<file path="config.mk">
export PLATFORM = sky130hd
export DESIGN_NAME = digital_input_function_decoder
export DESIGN_NICKNAME = d
export VERILOG_FILES = /design/src/difd_pkg.sv /design/src/digital_input_function_decoder.sv /design/src/input_qualifier.sv
export SDC_FILE = /design/constraint.sdc
export NUM_CORES = 1
export LEC_CHECK = 0
export ABC_AREA = 1
export BUFFER_PORTS_ARGS = -buffer_cell sky130_fd_sc_hd__buf_2
export CORE_MARGIN = 4
export CORE_UTILIZATION = 50
export DETAILED_ROUTE_END_ITERATION = 12
export HOLD_SLACK_MARGIN = 0.12
export PLACE_DENSITY_LB_ADDON = 0.2
export SLEW_MARGIN = 10
export SYNTH_ARGS = -nofsm -noshare
export SYNTH_HDL_FRONTEND = slang
export SYNTH_SLANG_ARGS = --single-unit
export TNS_END_PERCENT = 10
</file>
<file path="constraint.sdc">
create_clock -name ref_clk -period 3.1 [get_ports ref_clk]
set_input_delay 0.31 -clock ref_clk [delete_from_list [all_inputs] [get_ports ref_clk]]
set_output_delay 0.31 -clock ref_clk [all_outputs]
set_load 0.01 [all_outputs]
</file>
<file path="src/difd_pkg.sv">
// Constants, field layouts and types shared by the digital input function decoder.
// Assumes a 10 MHz ref_clk and a 32-bit classic Wishbone register bus.
//
// Overview of operation
// - Active jog input selects the stored jog frequency as command.
// - Active input selects second accel and decel times.
// - Active input shows overheat warning, drive keeps running, clears without reset.
// - Pulse-source input on selects pulse reference, off selects main source setting.
// - Pulse-source selection is ignored while local/remote or remote mode is active.
// - DC braking input enables braking at start/stop, suppressed by run or jog.
// - DC braking and short-circuit braking both assigned raises configuration error.
// - Active input disables encoder feedback and forces open-loop V/F control.
// - Active input clears speed integral accumulator, closed-loop modes only.
// - In sensor vector mode input selects torque control on, speed off.
// - Active input inverts the torque reference sign.
// - Fire mode input suppresses all warnings and protection trips.
// - Write-enable input allows writes; unassigned, stored protection setting decides.
// - Startup guard input refuses start on run command present at power-up.
// - Input selects position control on, speed control off.
// - Timer enabled only when timer setting is 2 and its input is on.
// - Offset applied when offset selection is input-driven and its input is on.
// - Short-circuit braking input stops motor; run or jog cancels it.
// - External fault 2 input cuts output, motor coasts, message names terminal.
// - Handwheel switch acts only when frequency source setting equals 8.
// - Kinetic buffering during accel when input on and enable setting above 0.
// - Sleep input honoured only when sleep-source setting is 2.
// - An input level counts only after persisting for 4 ms or 8 ms scan time.
// - Per-input polarity bit: 0 normally open, 1 normally closed inverts level.

package difd_pkg;

	// ----------------------------------------
	// Timing
	// ----------------------------------------
	localparam int unsigned CLK_KHZ        = 10_000;
	localparam int unsigned SCAN_SHORT_US  = 4000;
	localparam int unsigned SCAN_LONG_US   = 8000;
	localparam int unsigned SCAN_SHORT_CYC = (SCAN_SHORT_US * CLK_KHZ + 999) / 1000;
	localparam int unsigned SCAN_LONG_CYC  = (SCAN_LONG_US * CLK_KHZ + 999) / 1000;
	localparam int unsigned CNT_W          = 17;
	localparam int unsigned NUM_IN         = 8;

	typedef logic [NUM_IN-1:0][7:0] func_map_t;

	// ----------------------------------------
	// Function codes
	// ----------------------------------------
	localparam logic [7:0] FN_LOCAL_REMOTE = 8'h19;
	localparam logic [7:0] FN_REMOTE_MODE  = 8'h1A;
	localparam logic [7:0] FN_JOG          = 8'h1D;
	localparam logic [7:0] FN_ACCEL2       = 8'h1E;
	localparam logic [7:0] FN_OVERHEAT     = 8'h1F;
	localparam logic [7:0] FN_PULSE_SRC    = 8'h20;
	localparam logic [7:0] FN_DC_BRAKE     = 8'h21;
	localparam logic [7:0] FN_SLEEP        = 8'h29;
	localparam logic [7:0] FN_ENC_OFF      = 8'h2A;
	localparam logic [7:0] FN_INT_CLR      = 8'h2B;
	localparam logic [7:0] FN_TORQUE       = 8'h2C;
	localparam logic [7:0] FN_TRQ_INV      = 8'h2D;
	localparam logic [7:0] FN_FIRE         = 8'h2F;
	localparam logic [7:0] FN_KINETIC      = 8'h30;
	localparam logic [7:0] FN_WRITE_EN     = 8'h31;
	localparam logic [7:0] FN_GUARD        = 8'h32;
	localparam logic [7:0] FN_POSITION     = 8'h33;
	localparam logic [7:0] FN_TIMER        = 8'h37;
	localparam logic [7:0] FN_OFFSET       = 8'h38;
	localparam logic [7:0] FN_SHORT_BRAKE  = 8'h41;
	localparam logic [7:0] FN_HANDWHEEL    = 8'h43;
	localparam logic [7:0] FN_EXT_FAULT    = 8'h44;

	// ----------------------------------------
	// Register map and fields
	// ----------------------------------------
	localparam logic [7:0] ADDR_FUNC_LO = 8'h00;
	localparam logic [7:0] ADDR_FUNC_HI = 8'h04;
	localparam logic [7:0] ADDR_IN_CFG  = 8'h08;
	localparam logic [7:0] ADDR_SETUP   = 8'h0C;
	localparam logic [7:0] ADDR_STATUS  = 8'h10;
	localparam logic [7:0] ADDR_CLEAR   = 8'h14;

	localparam int unsigned CFG_SCAN_BIT  = 0;
	localparam int unsigned CFG_POL_LSB   = 8;
	localparam int unsigned SET_MAIN_LSB  = 0;
	localparam int unsigned SET_HW_LSB    = 4;
	localparam int unsigned SET_TMR_LSB   = 8;
	localparam int unsigned SET_OFS_LSB   = 10;
	localparam int unsigned SET_SLP_LSB   = 12;
	localparam int unsigned SET_KIN_LSB   = 14;
	localparam int unsigned SET_WP_BIT    = 22;
	localparam int unsigned SET_SV_BIT    = 23;
	localparam int unsigned SET_CL_BIT    = 24;
	localparam int unsigned CLR_FAULT_BIT = 0;

	localparam logic [31:0] FUNC_RST  = 32'h0000_0000;
	localparam logic [31:0] CFG_RST   = 32'h0000_0000;
	localparam logic [31:0] SETUP_RST = 32'h0000_0000;
	localparam logic [31:0] SETUP_MSK = 32'h01FF_FFFF;
	localparam logic [31:0] CFG_MSK   = 32'h0000_FF01;

	localparam logic [1:0] SEL_BY_INPUT = 2'h2;
	localparam logic [3:0] HW_SRC_CODE  = 4'h8;
endpackage

</file>
<file path="src/digital_input_function_decoder.sv">
// Decoder for the eight multi-function digital inputs, with Wishbone registers.
// Assumes terminal levels and run/jog commands synchronous to ref_clk.
`timescale 1ns/10ps

module digital_input_function_decoder
	import difd_pkg::*;
#(
	parameter int unsigned SCAN_SHORT_CYC_P = SCAN_SHORT_CYC,
	parameter int unsigned SCAN_LONG_CYC_P  = SCAN_LONG_CYC,
	parameter logic [3:0]  PULSE_SRC_CODE   = 4'hF
)(
	input  wire logic              ref_clk,
	input  wire logic              rstn,
	// Wishbone classic slave
	input  wire logic              wb_cyc_i,
	input  wire logic              wb_stb_i,
	input  wire logic              wb_we_i,
	input  wire logic [7:0]        wb_adr_i,
	input  wire logic [3:0]        wb_sel_i,
	input  wire logic [31:0]       wb_dat_i,
	output logic [31:0]            wb_dat_o,
	output logic                   wb_ack_o,
	// Terminals and drive core commands
	input  wire logic [NUM_IN-1:0] term_in,
	input  wire logic              run_cmd,
	input  wire logic              jog_cmd,
	// Decoded controls
	output logic                   jog_select,
	output logic                   accel2_select,
	output logic                   overheat_warning_msg,
	output logic [3:0]             freq_source,
	output logic                   dc_brake_enable,
	output logic                   input_conflict_error,
	output logic                   encoder_feedback_disable,
	output logic                   integral_clear,
	output logic                   torque_mode,
	output logic                   torque_invert,
	output logic                   protection_suppress,
	output logic                   write_enable,
	output logic                   start_block,
	output logic                   position_mode,
	output logic                   timer_enable,
	output logic                   offset_apply,
	output logic                   short_brake,
	output logic                   output_cut,
	output logic                   external_fault_msg,
	output logic [2:0]             fault_terminal,
	output logic                   handwheel_pulse,
	output logic                   kinetic_buffer_accel,
	output logic                   sleep_request
);
	// ----------------------------------------
	// Declarations
	// ----------------------------------------
	func_map_t         func_reg;
	logic [31:0]       cfg_reg;
	logic [31:0]       setup_reg;
	logic [NUM_IN-1:0] qual;
	logic [CNT_W-1:0]  scan_limit;
	logic              wb_req;
	logic              wb_wr;
	logic [31:0]       rd_next;
	logic              fault_reg;
	logic [2:0]        fault_idx_reg;
	logic              ext_d_reg;
	logic              pwr_done_reg;
	logic              run_pwr_reg;
	logic              clr_fault;
	logic              fault_set;
	logic              run_or_jog;

	logic f_lr;
	logic f_rm;
	logic f_jog;
	logic f_acc2;
	logic f_oh;
	logic f_pulse;
	logic f_dc;
	logic f_sleep;
	logic f_enc;
	logic f_icl;
	logic f_trq;
	logic f_inv;
	logic f_fire;
	logic f_kin;
	logic f_wen;
	logic f_grd;
	logic f_pos;
	logic f_tmr;
	logic f_ofs;
	logic f_sc;
	logic f_hw;
	logic f_ext;
	logic a_dc;
	logic a_sc;
	logic a_wen;

	// ----------------------------------------
	// Helpers
	// ----------------------------------------
	// True when any input selected by mask carries the given code
	function automatic logic fn_match(input func_map_t map, input logic [NUM_IN-1:0] mask,
					input logic [7:0] code);
		logic hit;
		hit = 1'b0;
		for (int i = 0; i < NUM_IN; i++) begin
			hit = hit | (mask[i] & (map[i] == code));
		end
		return hit;
	endfunction

	// Lowest terminal that carries the code and is active
	function automatic logic [2:0] fn_first(input func_map_t map, input logic [NUM_IN-1:0] mask,
					input logic [7:0] code);
		logic [2:0] idx;
		idx = 3'h0;
		for (int i = NUM_IN - 1; i >= 0; i--) begin
			if (mask[i] && map[i] == code) begin
				idx = 3'(i);
			end
		end
		return idx;
	endfunction

	// Byte-lane merge for Wishbone writes
	function automatic logic [31:0] fn_lanes(input logic [31:0] old, input logic [31:0] dat,
					input logic [3:0] sel);
		logic [31:0] res;
		res = old;
		for (int b = 0; b < 4; b++) begin
			if (sel[b]) begin
				res[b*8 +: 8] = dat[b*8 +: 8];
			end
		end
		return res;
	endfunction

	// ----------------------------------------
	// Input qualification
	// ----------------------------------------
	// Scan time chosen by software
	assign scan_limit = cfg_reg[CFG_SCAN_BIT] ? CNT_W'(SCAN_LONG_CYC_P) : CNT_W'(SCAN_SHORT_CYC_P);

	for (genvar g = 0; g < NUM_IN; g++) begin : g_in
		input_qualifier u_qual (
			.ref_clk   (ref_clk),
			.rstn      (rstn),
			.raw_in    (term_in[g]),
			.polarity  (cfg_reg[CFG_POL_LSB + g]),
			.limit     (scan_limit),
			.level_out (qual[g])
		);
	end

	// Function levels: an active input drives only its own code
	assign f_lr    = fn_match(func_reg, qual, FN_LOCAL_REMOTE);
	assign f_rm    = fn_match(func_reg, qual, FN_REMOTE_MODE);
	assign f_jog   = fn_match(func_reg, qual, FN_JOG);
	assign f_acc2  = fn_match(func_reg, qual, FN_ACCEL2);
	assign f_oh    = fn_match(func_reg, qual, FN_OVERHEAT);
	assign f_pulse = fn_match(func_reg, qual, FN_PULSE_SRC);
	assign f_dc    = fn_match(func_reg, qual, FN_DC_BRAKE);
	assign f_sleep = fn_match(func_reg, qual, FN_SLEEP);
	assign f_enc   = fn_match(func_reg, qual, FN_ENC_OFF);
	assign f_icl   = fn_match(func_reg, qual, FN_INT_CLR);
	assign f_trq   = fn_match(func_reg, qual, FN_TORQUE);
	assign f_inv   = fn_match(func_reg, qual, FN_TRQ_INV);
	assign f_fire  = fn_match(func_reg, qual, FN_FIRE);
	assign f_kin   = fn_match(func_reg, qual, FN_KINETIC);
	assign f_wen   = fn_match(func_reg, qual, FN_WRITE_EN);
	assign f_grd   = fn_match(func_reg, qual, FN_GUARD);
	assign f_pos   = fn_match(func_reg, qual, FN_POSITION);
	assign f_tmr   = fn_match(func_reg, qual, FN_TIMER);
	assign f_ofs   = fn_match(func_reg, qual, FN_OFFSET);
	assign f_sc    = fn_match(func_reg, qual, FN_SHORT_BRAKE);
	assign f_hw    = fn_match(func_reg, qual, FN_HANDWHEEL);
	assign f_ext   = fn_match(func_reg, qual, FN_EXT_FAULT);

	// Assignment checks, independent of input level
	assign a_dc  = fn_match(func_reg, {NUM_IN{1'b1}}, FN_DC_BRAKE);
	assign a_sc  = fn_match(func_reg, {NUM_IN{1'b1}}, FN_SHORT_BRAKE);
	assign a_wen = fn_match(func_reg, {NUM_IN{1'b1}}, FN_WRITE_EN);

	assign run_or_jog = run_cmd | jog_cmd;

	// ----------------------------------------
	// Wishbone slave
	// ----------------------------------------
	assign wb_req    = wb_cyc_i & wb_stb_i & ~wb_ack_o;
	assign wb_wr     = wb_req & wb_we_i;
	assign clr_fault = wb_wr && wb_adr_i == ADDR_CLEAR && wb_sel_i[0] && wb_dat_i[CLR_FAULT_BIT];

	// Read mux; unmapped addresses read zero
	always_comb begin
		rd_next = 32'h0000_0000;
		unique case (wb_adr_i)
			ADDR_FUNC_LO: rd_next = func_reg[3:0];
			ADDR_FUNC_HI: rd_next = func_reg[7:4];
			ADDR_IN_CFG:  rd_next = cfg_reg;
			ADDR_SETUP:   rd_next = setup_reg;
			ADDR_STATUS:  rd_next = {17'h0_0000, start_block, overheat_warning_msg, fault_terminal,
						external_fault_msg, input_conflict_error, qual};
			default:      rd_next = 32'h0000_0000;
		endcase
	end

	// One wait state: ack one cycle after the request, then dropped
	always_ff @(posedge ref_clk or negedge rstn) begin
		if (!rstn) begin
			wb_ack_o <= 1'b0;
			wb_dat_o <= 32'h0000_0000;
		end else begin
			wb_ack_o <= wb_req;
			wb_dat_o <= wb_req ? rd_next : 32'h0000_0000;
		end
	end

	// Configuration registers
	always_ff @(posedge ref_clk or negedge rstn) begin
		if (!rstn) begin
			func_reg  <= {FUNC_RST, FUNC_RST};
			cfg_reg   <= CFG_RST;
			setup_reg <= SETUP_RST;
		end else if (wb_wr) begin
			if (wb_adr_i == ADDR_FUNC_LO) begin
				func_reg[3:0] <= fn_lanes(func_reg[3:0], wb_dat_i, wb_sel_i);
			end
			if (wb_adr_i == ADDR_FUNC_HI) begin
				func_reg[7:4] <= fn_lanes(func_reg[7:4], wb_dat_i, wb_sel_i);
			end
			if (wb_adr_i == ADDR_IN_CFG) begin
				cfg_reg <= fn_lanes(cfg_reg, wb_dat_i, wb_sel_i) & CFG_MSK;
			end
			if (wb_adr_i == ADDR_SETUP) begin
				setup_reg <= fn_lanes(setup_reg, wb_dat_i, wb_sel_i) & SETUP_MSK;
			end
		end
	end

	// ----------------------------------------
	// External fault and startup guard
	// ----------------------------------------
	assign fault_set = f_ext & ~ext_d_reg & ~f_fire;

	// Latch on the rising input; set wins over a software clear
	always_ff @(posedge ref_clk or negedge rstn) begin
		if (!rstn) begin
			ext_d_reg     <= 1'b0;
			fault_reg     <= 1'b0;
			fault_idx_reg <= 3'h0;
		end else begin
			ext_d_reg <= f_ext;
			if (fault_set) begin
				fault_reg     <= 1'b1;
				fault_idx_reg <= fn_first(func_reg, qual, FN_EXT_FAULT);
			end else if (clr_fault && !f_ext) begin
				fault_reg <= 1'b0;
			end
		end
	end

	// Run command seen at the first edge after reset is held until released
	always_ff @(posedge ref_clk or negedge rstn) begin
		if (!rstn) begin
			pwr_done_reg <= 1'b0;
			run_pwr_reg  <= 1'b0;
		end else begin
			pwr_done_reg <= 1'b1;
			if (!pwr_done_reg) begin
				run_pwr_reg <= run_cmd;
			end else if (!run_cmd) begin
				run_pwr_reg <= 1'b0;
			end
		end
	end

	// ----------------------------------------
	// Registered control outputs
	// ----------------------------------------
	always_ff @(posedge ref_clk or negedge rstn) begin
		if (!rstn) begin
			jog_select               <= 1'b0;
			accel2_select            <= 1'b0;
			overheat_warning_msg     <= 1'b0;
			freq_source              <= 4'h0;
			dc_brake_enable          <= 1'b0;
			input_conflict_error     <= 1'b0;
			encoder_feedback_disable <= 1'b0;
			integral_clear           <= 1'b0;
			torque_mode              <= 1'b0;
			torque_invert            <= 1'b0;
			protection_suppress      <= 1'b0;
			write_enable             <= 1'b1;
			start_block              <= 1'b0;
			position_mode            <= 1'b0;
			timer_enable             <= 1'b0;
			offset_apply             <= 1'b0;
			short_brake              <= 1'b0;
			handwheel_pulse          <= 1'b0;
			kinetic_buffer_accel     <= 1'b0;
			sleep_request            <= 1'b0;
		end else begin
			jog_select               <= f_jog;
			accel2_select            <= f_acc2;
			overheat_warning_msg     <= f_oh & ~f_fire;
			freq_source              <= (f_pulse & ~(f_lr | f_rm)) ? PULSE_SRC_CODE
							: setup_reg[SET_MAIN_LSB +: 4];
			dc_brake_enable          <= f_dc & ~run_or_jog;
			input_conflict_error     <= a_dc & a_sc;
			encoder_feedback_disable <= f_enc;
			integral_clear           <= f_icl & setup_reg[SET_CL_BIT];
			torque_mode              <= f_trq & setup_reg[SET_SV_BIT];
			torque_invert            <= f_inv;
			protection_suppress      <= f_fire;
			write_enable             <= a_wen ? f_wen : ~setup_reg[SET_WP_BIT];
			start_block              <= f_grd & run_pwr_reg;
			position_mode            <= f_pos;
			timer_enable             <= f_tmr & (setup_reg[SET_TMR_LSB +: 2] == SEL_BY_INPUT);
			offset_apply             <= f_ofs & (setup_reg[SET_OFS_LSB +: 2] == SEL_BY_INPUT);
			short_brake              <= f_sc & ~run_or_jog;
			handwheel_pulse          <= f_hw & (setup_reg[SET_HW_LSB +: 4] == HW_SRC_CODE);
			kinetic_buffer_accel     <= f_kin & (setup_reg[SET_KIN_LSB +: 8] != 8'h00);
			sleep_request            <= f_sleep & (setup_reg[SET_SLP_LSB +: 2] == SEL_BY_INPUT);
		end
	end

	assign external_fault_msg = fault_reg;
	assign output_cut         = fault_reg;
	assign fault_terminal     = fault_idx_reg;

	// ----------------------------------------
	// Assertions
	// ----------------------------------------
	jog_select_a: assert property (@(posedge ref_clk) disable iff (!rstn)
		f_jog |=> jog_select)
		else $error("jog input active without jog select");

	dc_brake_block_a: assert property (@(posedge ref_clk) disable iff (!rstn)
		run_or_jog |=> !dc_brake_enable)
		else $error("dc braking during run or jog");

	short_brake_a: assert property (@(posedge ref_clk) disable iff (!rstn)
		(f_sc && !run_or_jog) |=> short_brake)
		else $error("short brake not commanded");

	brake_conflict_a: assert property (@(posedge ref_clk) disable iff (!rstn)
		(a_dc && a_sc) |=> input_conflict_error)
		else $error("brake conflict not flagged");

	pulse_ignore_a: assert property (@(posedge ref_clk) disable iff (!rstn)
		(f_lr || f_rm) |=> freq_source == $past(setup_reg[SET_MAIN_LSB +: 4]))
		else $error("pulse source taken during local or remote mode");

	write_prot_a: assert property (@(posedge ref_clk) disable iff (!rstn)
		!a_wen |=> write_enable == !$past(setup_reg[SET_WP_BIT]))
		else $error("write protection not from stored setting");

	timer_gate_a: assert property (@(posedge ref_clk) disable iff (!rstn)
		timer_enable |-> $past(f_tmr) && $past(setup_reg[SET_TMR_LSB +: 2]) == SEL_BY_INPUT)
		else $error("timer enabled without input and setting");

	ext_fault_a: assert property (@(posedge ref_clk) disable iff (!rstn)
		fault_set |=> output_cut && fault_terminal == $past(fn_first(func_reg, qual, FN_EXT_FAULT)))
		else $error("external fault not latched with terminal");

	fire_quiet_a: assert property (@(posedge ref_clk) disable iff (!rstn)
		f_fire |=> !overheat_warning_msg && protection_suppress)
		else $error("warning shown in fire mode");

	wb_ack_a: assert property (@(posedge ref_clk) disable iff (!rstn)
		wb_req |=> wb_ack_o ##1 !wb_ack_o)
		else $error("bus ack not single cycle");

	fault_cov: cover property (@(posedge ref_clk) disable iff (!rstn) fault_set ##[1:60] clr_fault);
	conflict_cov: cover property (@(posedge ref_clk) disable iff (!rstn) $rose(input_conflict_error));
	pulse_cov: cover property (@(posedge ref_clk) disable iff (!rstn) freq_source == PULSE_SRC_CODE);
	guard_cov: cover property (@(posedge ref_clk) disable iff (!rstn) $rose(start_block));
endmodule

</file>
<file path="src/input_qualifier.sv">
// One input terminal: polarity correction and persistence filter.
// Assumes raw_in is already synchronous to ref_clk.
`timescale 1ns/10ps

module input_qualifier
	import difd_pkg::*;
(
	input  wire logic             ref_clk,
	input  wire logic             rstn,
	input  wire logic             raw_in,
	input  wire logic             polarity,
	input  wire logic [CNT_W-1:0] limit,
	output logic                  level_out
);
	logic             sensed;
	logic [CNT_W-1:0] cnt_reg;

	// Normally closed contacts read inverted
	assign sensed = raw_in ^ polarity;

	// Level moves only after the new value persisted for limit cycles
	always_ff @(posedge ref_clk or negedge rstn) begin
		if (!rstn) begin
			cnt_reg   <= '0;
			level_out <= 1'b0;
		end else if (sensed == level_out) begin
			cnt_reg <= '0;
		end else if (cnt_reg >= limit - 1'b1) begin
			cnt_reg   <= '0;
			level_out <= sensed;
		end else begin
			cnt_reg <= cnt_reg + 1'b1;
		end
	end

	scan_hold_a: assert property (@(posedge ref_clk) disable iff (!rstn)
		$changed(level_out) |-> $past(cnt_reg) >= $past(limit) - 1'b1)
		else $error("input level changed before scan time elapsed");
endmodule

</file>
==> metrics.md <==
| Metric | Value |
|---|---|
| Status | finished clean |
| Synth Instances | 2343 |
| CTS HTree Levels | 2 |
| Core area | 35500 um^2 |
| Final setup fails | 0 |
| Total CTS buffers | 35 |
| Top cells by count, synth | nand2_1 (485), nor2_1 (334), dfrtp_1 (304), inv_1 (298), nand3_1 (167) |
| Worst Clk Skew | 0.0261 ns |
| Non-filler cells, final | 3013 |
| R2r setup slk | 0.56 ns |
| Clock Sinks | 305 |
| Syn. warnings | 0 |
| Initial DRC count | 1150 |
| Critical path's slowest cell | nand4_1 |
| Most instantiated library cell after synthesis | nand2_1 |
| R2r endpoint | g_in[5].u_qual.cnt_reg[4] |
| Yosys top cell area share | 0.423 |
| First-pass GRT wire length | 90800 um |
| Gr usage total | 0.296 |
| NumNets Final | 2632 |
| Wirelength per Cell | 19.1 um |
| Routed vias/inst | 5.48 |
| Top cells by area, synth | dfrtp_1 (42%), nand2_1 (10%), nor2_1 (7.0%) |
| Clock Tree Buf Depth | 3 |
| 1st-pass router iterations | 6 |
| Max FO, Critical Path | 13 |
| Placer congestion estimate | 1.07 |
| # IOs | 120 |
| WHS | 0.146 ns |
| Largest register FFs | 136 |
| Int Pwr | 0.00667 W |
| Die area | 39000 um^2 |
| Logic pwr share | 0.045 |
| Synthesized area | 18000 um^2 |
| Site Rows | 69 |
| Vias in the first global route | 16.4k |
| Cells along the critical path | buf_4 -> inv_1 -> buf_4 -> ha_1 -> a21oi_1 -> o21a_1 -> nand2_1 -> a21oi_1 -> nand4_1 -> nor2_1 |
| Minimum clock period | 2.54 ns |
| Area Growth Syn to Fin | 15.2% |
| Starting density of the core | 0.506 |
| Hold EP | g_in[3].u_qual.level_out |
| Area leader, netlist | dfrtp_1 |
| DIE HEIGHT | 198 um |
| Most used flip-flop cell after synthesis | dfrtp_1 |
| Unrepaired setup endpoints after global routing | false |
| Worst r2r src | cfg_reg[0] |
| Placed Cells | 2907 |
| Tcrit/Tclk final | 0.821 |
| Layout cells sized above 1 | 0.127 |
| Seq cells post-synth | 305 |
| PortBufs | 119 |
| Post-synth EDFFs | 0 |
| Netlist cell types | 61 |
| Required time of the critical path | 3.55 ns |
| Initial antenna violation count | 3 |
| Critical Path Max Stage Delay | 0.48 ns |
| Congestion Overflow GR | 0 |
| Setup slack at placement | 0.558 ns |
| Worst VDD drop | 0.507 mV |
| Fmax | 393 MHz |
| Largest net degree at the start of global routing | 94 |
| Normalized max-slew margin | 0.423 |
| Clock Latency Late Sink | 0.57 ns |
| Slew @ Worst Pin | 0.858 ns |
| Seq/Total Area, Yosys | 0.425 |
| Worst setup SP type | flip-flop |
| Data arrival, critical path | 3.00 ns |
| CTS root buf | clkbuf_16 |
| Fin. Hold Viols | 0 |
| Hpwl dp | 45100 um |
| Setup_tns | 0 ns |
| DR DRC count | 0 |
| Routed wire length | 57500 um |
| Syn Area/Cell | 7.67 um^2 |
| Switch Pwr | 0.00202 W |
| Hold depth | 4 |
| Buf+Inv Stages, Crit Path | 3 |
| Clock Pin Slew Worst Setup and Hold Paths | 0.06 ns |
| Hold Startpoint | term_in[3] |
| Max-slew violation total from the final report | 0 |
| Hold Path Class | in2reg |
| # Max-Cap Violations | 0 |
| Crit. End Element | flip-flop |
| Cell family contributing the most delay on the critical path | simple AND/OR/NAND/NOR gates |
| Die Width | 198 um |
| Leak | 9.77 nW |
| Register share of total power | 0.468 |
| Post-synth ARST share | 1.00 |
| Sw Share | 0.232 |
| TritonCTS clock tree | built |
| Total number of vias | 16.5k |
| # Post-CTS Setup Buffers | 0 |
| WS Path Type | reg2reg |
| Post-DRT Antenna Nets | 0 |
| Cell Pwr Density | 419 nW/um^2 |
| Reg2Reg Depth | 10 |
| Final WS setup | 0.556 ns |
| Net Count, Synth | 2450 |
| Clk pwr share | 0.487 |
## layout by cell type, fill, tap and decap left out, types with 5 or more instances in the layout
cell type and n:
buf_2 118, nor3_2 9, a31oi_1 12, dlygate4sd3_1 42
a22oi_1 7, a21oi_1 48, clkbuf_8 10, nand3b_1 6
clkbuf_1 5, buf_4 19, o21ai_1 71, clkbuf_16 35
nand3_1 167, nand2_1 485, nand3_2 11, nor3_1 69
nor4_1 18, o211ai_1 9, xnor2_1 26, xor2_1 75
nand4_1 67, dfrtp_1 304, nand2_2 16, nor2_2 44
nor2_1 334, inv_2 13, nand4_4 5, o31ai_1 8
o21ai_0 74, clkinv_2 6, inv_1 298, nor2_4 9
ha_1 48, o22ai_1 18
## metal layers
layer / vias to the layer above / global-route usage / wire length [um] / share of wire
li1: 8006 / - / - / -
met1: 7951 / 0.390 / 24800 / 0.43
met2: 442 / 0.501 / 27800 / 0.48
met3: 106 / 0.0490 / 3160 / 0.055
met4: 2 / 0.0974 / 1680 / 0.029
met5: - / 0 / 13 / 0.00023
## cell type report
type	instances	area, um^2
Tap cell	461	577
Inverter	313	1180
Antenna cell	1	2.50
Clock buffer	50	1030
Clock inverter	13	160
Sequential cell	305	7630
Timing Repair Buffer	183	1230
Fill cell	3267	14800
Multi-Input combinational cell	1687	8900
## tightest hold or removal path: stages
cell and delay, ns:
buf_2 0.10, xor2_1 0.11, nand2_1 0.07, o21ai_0 0.07
## cells by family after synthesis
logic type	Yosys count	synth area share
adder cells (fa/ha/maj)	48	0.0334
AO/OA/AOI/OAI	274	0.0869
buffers and inverters	351	0.0801
XOR/XNOR	102	0.0501
AND/OR/NAND/NOR	1262	0.324
other	1	0.000209
flip-flops	305	0.425
## timing repair
item / 4_1_cts / 5_1_grt
hold buffers: 42 / 0
resized for setup: 0 / 0
endpoints found under the hold margin: 187 / 0
## how the worst max path moves through the flow
stage | from | depth (start not counted) | end | slack, ns
6_report | cfg_reg[0] | 10 | g_in[5].u_qual.cnt_reg[4] | 0.56
5_1_grt | cfg_reg[0] | 10 | g_in[5].u_qual.cnt_reg[4] | 0.32
4_1_cts | cfg_reg[0] | 10 | g_in[5].u_qual.cnt_reg[4] | 0.52
3_5_place_dp | cfg_reg[0] | 10 | g_in[5].u_qual.cnt_reg[7] | 0.56
3_3_place_gp | cfg_reg[0] | 10 | g_in[5].u_qual.cnt_reg[8] | 0.67
2_1_floorplan | cfg_reg[0] | 11 | g_in[6].u_qual.cnt_reg[11] | 0.54
## power groups by stage
stage	registers (W)	logic [W]	clock network, W
after floorplan	0.00413	0.000170	0
after global placement	0.00413	0.000351	0
after detailed placement	0.00413	0.000357	0
after CTS	0.00406	0.000399	0.00431
after global routing	0.00407	0.000445	0.00448
final	0.00406	0.000391	0.00423
## stage by stage
stage,cell area (um^2),power [W],utilization
6_report,20700,0.00868,0.584
5_1_grt,20700,0.00899,0.584
4_1_cts,20700,0.00878,0.584
3_5_place_dp,19100,0.00449,0.538
3_3_place_gp,19100,0.00448,0.538
2_1_floorplan,18000,0.00430,-
Note: power is estimated with default switching activity, not from simulation.
